**config.mk**
```make
export PLATFORM = sky130hd
export DESIGN_NAME = sarat_top
export DESIGN_NICKNAME = d
export VERILOG_FILES = /design/src/rtl/sarat_pkg.sv /design/src/rtl/sarat_top.sv
export SDC_FILE = /design/constraint.sdc
export NUM_CORES = 1
export LEC_CHECK = 0
export ABC_AREA = 1
export ABC_CLOCK_PERIOD_IN_PS = 5400
export BUFFER_PORTS_ARGS = -buffer_cell sky130_fd_sc_hd__buf_2
export CORE_MARGIN = 2
export CORE_UTILIZATION = 59
export CTS_BUF_LIST = sky130_fd_sc_hd__clkbuf_2 sky130_fd_sc_hd__clkbuf_4 sky130_fd_sc_hd__clkbuf_8
export CTS_CLUSTER_SIZE = 8
export DETAILED_ROUTE_END_ITERATION = 10
export PLACE_DENSITY = 0.88
export SYNTH_ARGS = -nofsm -noshare
export SYNTH_HDL_FRONTEND = slang
export SYNTH_SLANG_ARGS = --single-unit
```
**constraint.sdc**
```tcl
create_clock -name i_sys_clk -period 5.4 [get_ports i_sys_clk]
set_input_delay 0.81 -clock i_sys_clk [delete_from_list [all_inputs] [get_ports i_sys_clk]]
set_output_delay 0.81 -clock i_sys_clk [all_outputs]
set_load 0.005 [all_outputs]
```
**src/rtl/sarat_pkg.sv**
```systemverilog
// Package of constants and types for the converter result and threshold block.
package sarat_pkg;

    // =========================================================================
    // Register bus
    // =========================================================================
    localparam int          ADDR_W         = 8;
    localparam int          DATA_W         = 32;
    localparam logic [7:0]  OFF_RESULT     = 8'h00;
    localparam logic [7:0]  OFF_RESULT_HI  = 8'h04;
    localparam logic [7:0]  OFF_THRESH     = 8'h08;
    localparam logic [7:0]  OFF_MODE       = 8'h0c;
    localparam logic [7:0]  OFF_MODE_SET   = 8'h10;
    localparam logic [7:0]  OFF_MODE_CLR   = 8'h14;
    localparam logic [7:0]  OFF_CHAN       = 8'h18;
    localparam logic [7:0]  OFF_IRQ_STS    = 8'h1c;
    localparam logic [7:0]  OFF_IRQ_MSK    = 8'h20;
    localparam logic [7:0]  OFF_PORT       = 8'h24;

    // =========================================================================
    // Field layout and reset values
    // =========================================================================
    localparam int          RES_W          = 10;
    localparam int          RES_PAD        = 6;
    localparam int          CHAN_W         = 4;
    localparam int          MODE_EN        = 7;
    localparam int          MODE_FR_LO     = 2;
    localparam int          MODE_FR_HI     = 4;
    localparam logic [7:0]  MODE_WMASK     = 8'hbc;
    localparam logic [7:0]  MODE_RST       = 8'h00;
    localparam logic [7:0]  THRESH_RST     = 8'h00;
    localparam int          STS_DONE       = 0;
    localparam int          STS_PF         = 1;
    localparam int          STS_W          = 2;

    // =========================================================================
    // Timing: conversion clocks per conversion and clock dividers
    // =========================================================================
    localparam int          CONV_CLKS      = 19;
    localparam logic [3:0]  SAMPLE_LAST    = 4'(CONV_CLKS - RES_W - 1);
    localparam logic [3:0]  IDX_MSB        = 4'(RES_W - 1);
    localparam logic [3:0]  DIV16_LAST     = 4'hf;
    localparam logic [3:0]  DIV8_LAST      = 4'h7;
    localparam logic [3:0]  DIV4_LAST      = 4'h3;

    typedef enum logic [1:0] {
        ST_IDLE,
        ST_SAMPLE,
        ST_BITS
    } sarat_state_t;

    typedef struct packed {
        sarat_state_t                st;
        logic [3:0]                  div;
        logic [3:0]                  cnt;
        logic [3:0]                  idx;
        logic [RES_W-1:0]            approx;
        logic [RES_W+RES_PAD-1:0]    result;
        logic [7:0]                  thresh;
        logic [7:0]                  mode;
        logic [CHAN_W-1:0]           chan;
        logic [STS_W-1:0]            sts;
        logic [STS_W-1:0]            msk;
        logic [DATA_W-1:0]           rdata;
    } sarat_regs_t;

    localparam sarat_regs_t REGS_RST = '0;

endpackage : sarat_pkg

```
**src/rtl/sarat_top.sv**
```systemverilog
// Digital control, result path and power-fail threshold of a 10-bit APPROXIMATION_REG converter.
`timescale 1ns/1ns

module sarat_top #(
    parameter int NUM_CH = 16
) (
    input  wire logic                         i_sys_clk,
    input  wire logic                         i_rst,
    input  wire logic [sarat_pkg::ADDR_W-1:0] i_addr,
    input  wire logic [sarat_pkg::DATA_W-1:0] i_wdata,
    input  wire logic                         i_wr,
    input  wire logic                         i_rd,
    output logic      [sarat_pkg::DATA_W-1:0] o_rdata,
    input  wire logic                         i_cmp_hi,
    input  wire logic                         i_prescale_tick,
    input  wire logic [15:0]                  i_pin_levels,
    output logic      [sarat_pkg::RES_W-1:0]  o_dac_code,
    output logic      [sarat_pkg::CHAN_W-1:0] o_chan_sel,
    output logic                              o_sample,
    output logic                              o_busy,
    output logic      [15:0]                  o_port_data,
    output logic                              o_irq
);
    import sarat_pkg::*;

    // =========================================================================
    // Helpers
    // =========================================================================
    function automatic logic [15:0] onehot16(input logic [3:0] n);
        logic [15:0] v;
        v = 16'h0001 << n;
        return v;
    endfunction : onehot16

    function automatic logic [3:0] div_last(input logic [1:0] fr);
        logic [3:0] v;
        unique case (fr)
            2'b00:   v = DIV16_LAST;
            2'b01:   v = DIV8_LAST;
            2'b10:   v = DIV4_LAST;
            2'b11:   v = DIV4_LAST;
        endcase
        return v;
    endfunction : div_last

    sarat_regs_t        q;
    sarat_regs_t        d;
    logic               conv_tick;
    logic               wr_abort;
    logic [RES_W-1:0]   lsb_word;
    logic [7:0]         res_hi;
    logic [7:0]         wd_byte;
    logic [15:0]        ana_mask;
    logic [15:0]        bit_sel;
    logic [15:0]        trial_bit;

    assign lsb_word = {q.approx[RES_W-1:1], i_cmp_hi};
    assign res_hi   = q.result[15:8];
    assign wd_byte  = i_wdata[7:0];
    assign bit_sel   = onehot16({1'b0, i_wdata[2:0]});
    assign trial_bit = onehot16(q.idx);

    // =========================================================================
    // Conversion clock
    // =========================================================================
    // The prescaler tick is taken as already one cycle wide and synchronous.
    always_comb begin
        if (q.mode[MODE_FR_LO+1:MODE_FR_LO] == 2'b11) begin
            conv_tick = i_prescale_tick;
        end else begin
            conv_tick = (q.div == div_last(q.mode[MODE_FR_LO+1:MODE_FR_LO]));
        end
    end

    // =========================================================================
    // Next-state logic
    // =========================================================================
    always_comb begin
        d        = q;
        d.rdata  = '0;
        wr_abort = 1'b0;

        // Bus writes come first so that hardware events below win over clears.
        if (i_wr) begin
            unique case (i_addr)
                OFF_MODE: begin
                    d.mode   = wd_byte & MODE_WMASK;
                    wr_abort = 1'b1;
                end
                OFF_MODE_SET: begin
                    d.mode   = (q.mode | bit_sel[7:0]) & MODE_WMASK;
                    wr_abort = 1'b1;
                end
                OFF_MODE_CLR: begin
                    d.mode   = q.mode & ~bit_sel[7:0];
                    wr_abort = 1'b1;
                end
                OFF_CHAN: begin
                    // The whole word is checked so that a wide value cannot alias a channel.
                    if (i_wdata < 32'(NUM_CH)) begin
                        d.chan = i_wdata[CHAN_W-1:0];
                    end
                    wr_abort = 1'b1;
                end
                OFF_THRESH: d.thresh = wd_byte;
                OFF_IRQ_STS: d.sts = q.sts & ~i_wdata[STS_W-1:0];
                OFF_IRQ_MSK: d.msk = i_wdata[STS_W-1:0];
                default: ; // The result registers and unmapped offsets ignore writes.
            endcase
        end

        if (q.st == ST_IDLE || conv_tick) begin
            d.div = 4'h0;
        end else begin
            d.div = q.div + 4'h1;
        end

        unique case (q.st)
            ST_IDLE: begin
                d.cnt    = 4'h0;
                d.approx = '0;
                d.st     = ST_SAMPLE;
            end
            ST_SAMPLE: begin
                if (conv_tick) begin
                    if (q.cnt == SAMPLE_LAST) begin
                        d.st  = ST_BITS;
                        d.idx = IDX_MSB;
                    end else begin
                        d.cnt = q.cnt + 4'h1;
                    end
                end
            end
            ST_BITS: begin
                if (conv_tick) begin
                    d.approx[q.idx] = i_cmp_hi;
                    if (q.idx == 4'h0) begin
                        d.result = {lsb_word, {RES_PAD{1'b0}}};
                        d.sts[STS_DONE] = 1'b1;
                        if (lsb_word[RES_W-1:RES_W-8] < q.thresh) begin
                            d.sts[STS_PF] = 1'b1;
                        end
                        d.st     = ST_SAMPLE;
                        d.cnt    = 4'h0;
                        d.approx = '0;
                    end else begin
                        d.idx = q.idx - 4'h1;
                    end
                end
            end
        endcase

        // A setting outside 00 in the upper time pair is refused by holding the converter idle.
        if (wr_abort || !d.mode[MODE_EN] ||
            d.mode[MODE_FR_HI+1:MODE_FR_HI] != 2'b00) begin
            d.st = ST_IDLE;
        end

        if (i_rd) begin
            unique case (i_addr)
                OFF_RESULT:    d.rdata = {16'h0000, q.result};
                OFF_RESULT_HI: d.rdata = {24'h000000, res_hi};
                OFF_THRESH:    d.rdata = {24'h000000, q.thresh};
                OFF_MODE:      d.rdata = {24'h000000, q.mode};
                OFF_CHAN:      d.rdata = {28'h0000000, q.chan};
                OFF_IRQ_STS:   d.rdata = {30'h00000000, q.sts};
                OFF_IRQ_MSK:   d.rdata = {30'h00000000, q.msk};
                OFF_PORT:      d.rdata = {16'h0000, o_port_data};
                default:       d.rdata = '0;
            endcase
        end
    end

    // The result resets to zero only for tidiness; software must not rely on it.
    always_ff @(posedge i_sys_clk or posedge i_rst) begin
        if (i_rst) begin
            q <= REGS_RST;
        end else begin
            q <= d;
        end
    end

    // =========================================================================
    // Outputs
    // =========================================================================
    always_comb begin
        if (q.st == ST_BITS) begin
            o_dac_code = q.approx | trial_bit[RES_W-1:0];
        end else begin
            o_dac_code = q.approx;
        end
    end

    assign ana_mask    = q.mode[MODE_EN] ? onehot16(q.chan) : 16'h0000;
    assign o_port_data = i_pin_levels & ~ana_mask;
    assign o_chan_sel  = q.chan;
    assign o_sample    = (q.st == ST_SAMPLE);
    assign o_busy      = (q.st != ST_IDLE);
    assign o_rdata     = q.rdata;
    assign o_irq       = |(q.sts & q.msk);
endmodule : sarat_top

```
==> summary.md <==
| Metric | Value |
|---|---|
| Violation count after the first detailed-route iteration | approximately 290 |
| Ys flop type | dfrtp_1 |
| Detail Placement HPWL | 9320 um |
| Final net count | 803 |
| Syn Std Cell Area | 4830 um^2 |
| Worst-margin pin slew | 0.724 ns |
| Post-CTS resize count | 0 |
| Routed vias/inst | 5.43 |
| CP Capture Type | output pin |
| WL final | ~12000 um |
| Seq/Total Area, Yosys | 38.3% |
| CP arrival | 1.95 ns |
| Most frequent cells in the layout | 119 x nand2_1, 110 x buf_2, 75 x inv_1 |
| PortBufs | 110 |
| Clk root buf | clkbuf_8 |
| Top-level I/O count | 127 |
| Hold Buf Count CTS | 0 |
| Die Area | 8930 um^2 |
| Final min period | about 2.8 ns |
| CP Data Required Time | 4.59 ns |
| CTS clk-pin slew, worst paths | 0.08 ns |
| Routability cong. | 1.01 |
| Finished Layout Cells | a little over 800 |
| Clk_skew | 0.00952 ns |
| Crit Path Category | reg -> out |
| Final ANT Viol Nets | 0 |
| Initial Utilization | around 60% |
| Core box area | 8090 um^2 |
| RSZ-0062 raised after global routing | no |
| Top cells by area, synth | dfrtp_1 38%, nand2_1 9.2%, inv_1 5.9% |
| Area share of the largest cell type after synthesis | between 30% and 40% |
| DP Cell Count | 815 |
| Area growth from synthesis to layout | 12.9% |
| Avg Inst Size Synth | 7.65 um^2 |
| Cells after Synth | 632 |
| Synth Register Bits | 74 |
| Synth warn | 0 |
| Clock Sinks | 74 |
| PwrDens | 232 nW/um^2 |
| Max cap viols | 0 |
| Max Fanout on Critical Path | 12 |
| Ys async rst share | 100% |
| # setup viols final | 0 |
| GRT Util Overall | a little over a quarter |
| Maximum VDD drop | between 0.1 and 0.15 mV |
| Final Hold Fails | 0 |
| First-pass GRT wire length | 19000 um |
| Post-synth top area cell | dfrtp_1 |
| First-pass detailed-route iteration total | 5 |
| H-tree levels | 3 |
| Share of cells above drive strength 1 | between 20% and 30% |
| Drc violations | 0 |
| ANT cells | 0 |
| Period utilization | 51.1% |
| Die height | 94.5 um |
| Final core utilization | 67.5% |
| Largest net degree at the start of global routing | 54 |
| Post-CTS setup buffers | 0 |
| Worst r2r path cells | 9 |
| TNS Setup | 0 ns |
| CP startpoint | q[94]$_DFFE_PP0P_ |
| Leak | 0.00287 uW |
| Die W | 94.5 um |
| Clk buf depth | 2 |
| Vias in the first global route | 4152 |
| Initial antenna violation count | 0 |
| DR vias | 4513 |
| EDFF count, synth | 0 |
| Commonest non-fill, non-tap cell in the layout | nand2_1 |
| Clk Latency, worst-skew pair | 0.36 ns |
| CTS tree | done |
| # rows | 33 |
| Slew Limit Fails | 0 |
| Aggregate global routing overflow | 0 |
| Yosys cell types | between 40 and 50 |
| Startpoint Class | flip-flop |
| Worst slew margin | between 50% and 60% |
| Worst r2r src | q[94]$_DFFE_PP0P_ |
| DR WL/cell | 14.3 um |
| Total power | approximately 1300 uW |
| Maximum clock rate | ~360 MHz |
| Number of buffers created by CTS | 9 |
| Worst min path class | in -> async |
| Status | finished clean |
registers in the layout, summed over array words and instances, names as in the netlist:
register	flops
q	45
lsb_word	9
o_chan_sel	4
o_rdata	16
per-layer routing:
layer	up-vias	track usage, %	share of wire (%)
met5	-	0	0
met3	37	4.07	7.7
met1	2069	34.0	41
li1	2186	-	-
met4	0	12.3	3.0
met2	221	47.7	49
synth_stat cells (3+ instances only):
| cell | n |
|---|---|
| a21boi_0 | 9 |
| a21oi_1 | 25 |
| a22oi_1 | 13 |
| a31oi_1 | 3 |
| buf_2 | 5 |
| buf_4 | 37 |
| clkbuf_1 | 3 |
| dfrtp_1 | 74 |
| ha_1 | 20 |
| inv_1 | 76 |
| inv_2 | 6 |
| nand2_1 | 119 |
| nand2_2 | 11 |
| nand2_4 | 6 |
| nand3_1 | 30 |
| nand3_2 | 3 |
| nand4_1 | 6 |
| nor2_1 | 71 |
| nor2_2 | 8 |
| nor2_4 | 6 |
| nor3_1 | 11 |
| nor3b_1 | 4 |
| o21a_1 | 7 |
| o21ai_0 | 31 |
| o21ai_1 | 16 |
| o22ai_1 | 7 |
| o31ai_1 | 6 |
where the power goes:
group | internal, uW | switching [uW] | leakage [uW]
clock | 267 | 217 | 0.000110
sequential | 574 | 15.2 | 0.000979
combinational | 67.9 | 126 | 0.00178
total | 908 | 358 | 0.00287
final cells by class:
type | instances | area (um^2)
fillers | 684 | 2630
multi-input cells | 441 | 2380
flip-flops and latches | 74 | 1850
repair buffers | 111 | 558
inverters | 84 | 315
clock buffers | 10 | 131
well taps | 105 | 131
clock inverters | 6 | 90.1
through the flow:
stage               hold WS (ns)  setup WS, ns  area, um^2
floorplan                  0.433          2.71        4890
global placement           0.444          3.13        5240
detailed placement         0.457          3.01        5240
CTS                        0.448          2.62        5460
global route               0.477          2.43        5460
finish                     0.443          2.64        5460
logic make-up (layout without fill, tap and decap cells):
family	after synthesis	after routing	synth area share (%)
xor+xnor	3	3	0.544
buf+inv	132	211	13.6
other cells	1	16	0.0776
compound gates	124	124	15.4
fa+ha+maj	20	20	5.18
flops	74	74	38.3
simple gates	278	278	26.9
critical path, stage by stage, from the launching register on:
cell and delay (ns):
dfrtp_1 0.40, inv_1 0.08, ha_1 0.45, inv_1 0.26
o21ai_0 0.26, buf_2 0.15
worst paths after layout:
kind,endpoint,slack (ns)
min in group i_sys_clk,q[90]$_DFF_PP0_,0.47
min reg2reg,q[90]$_DFF_PP0_,0.47
min,o_rdata[12]$_DFF_PP0_,0.44
max,o_dac_code[6],2.64
max in group asynchronous,q[94]$_DFFE_PP0P_,3.93
max reg2reg,lsb_word[4]$_DFFE_PP0P_,3.10
Power figures use the tool's default switching activity.
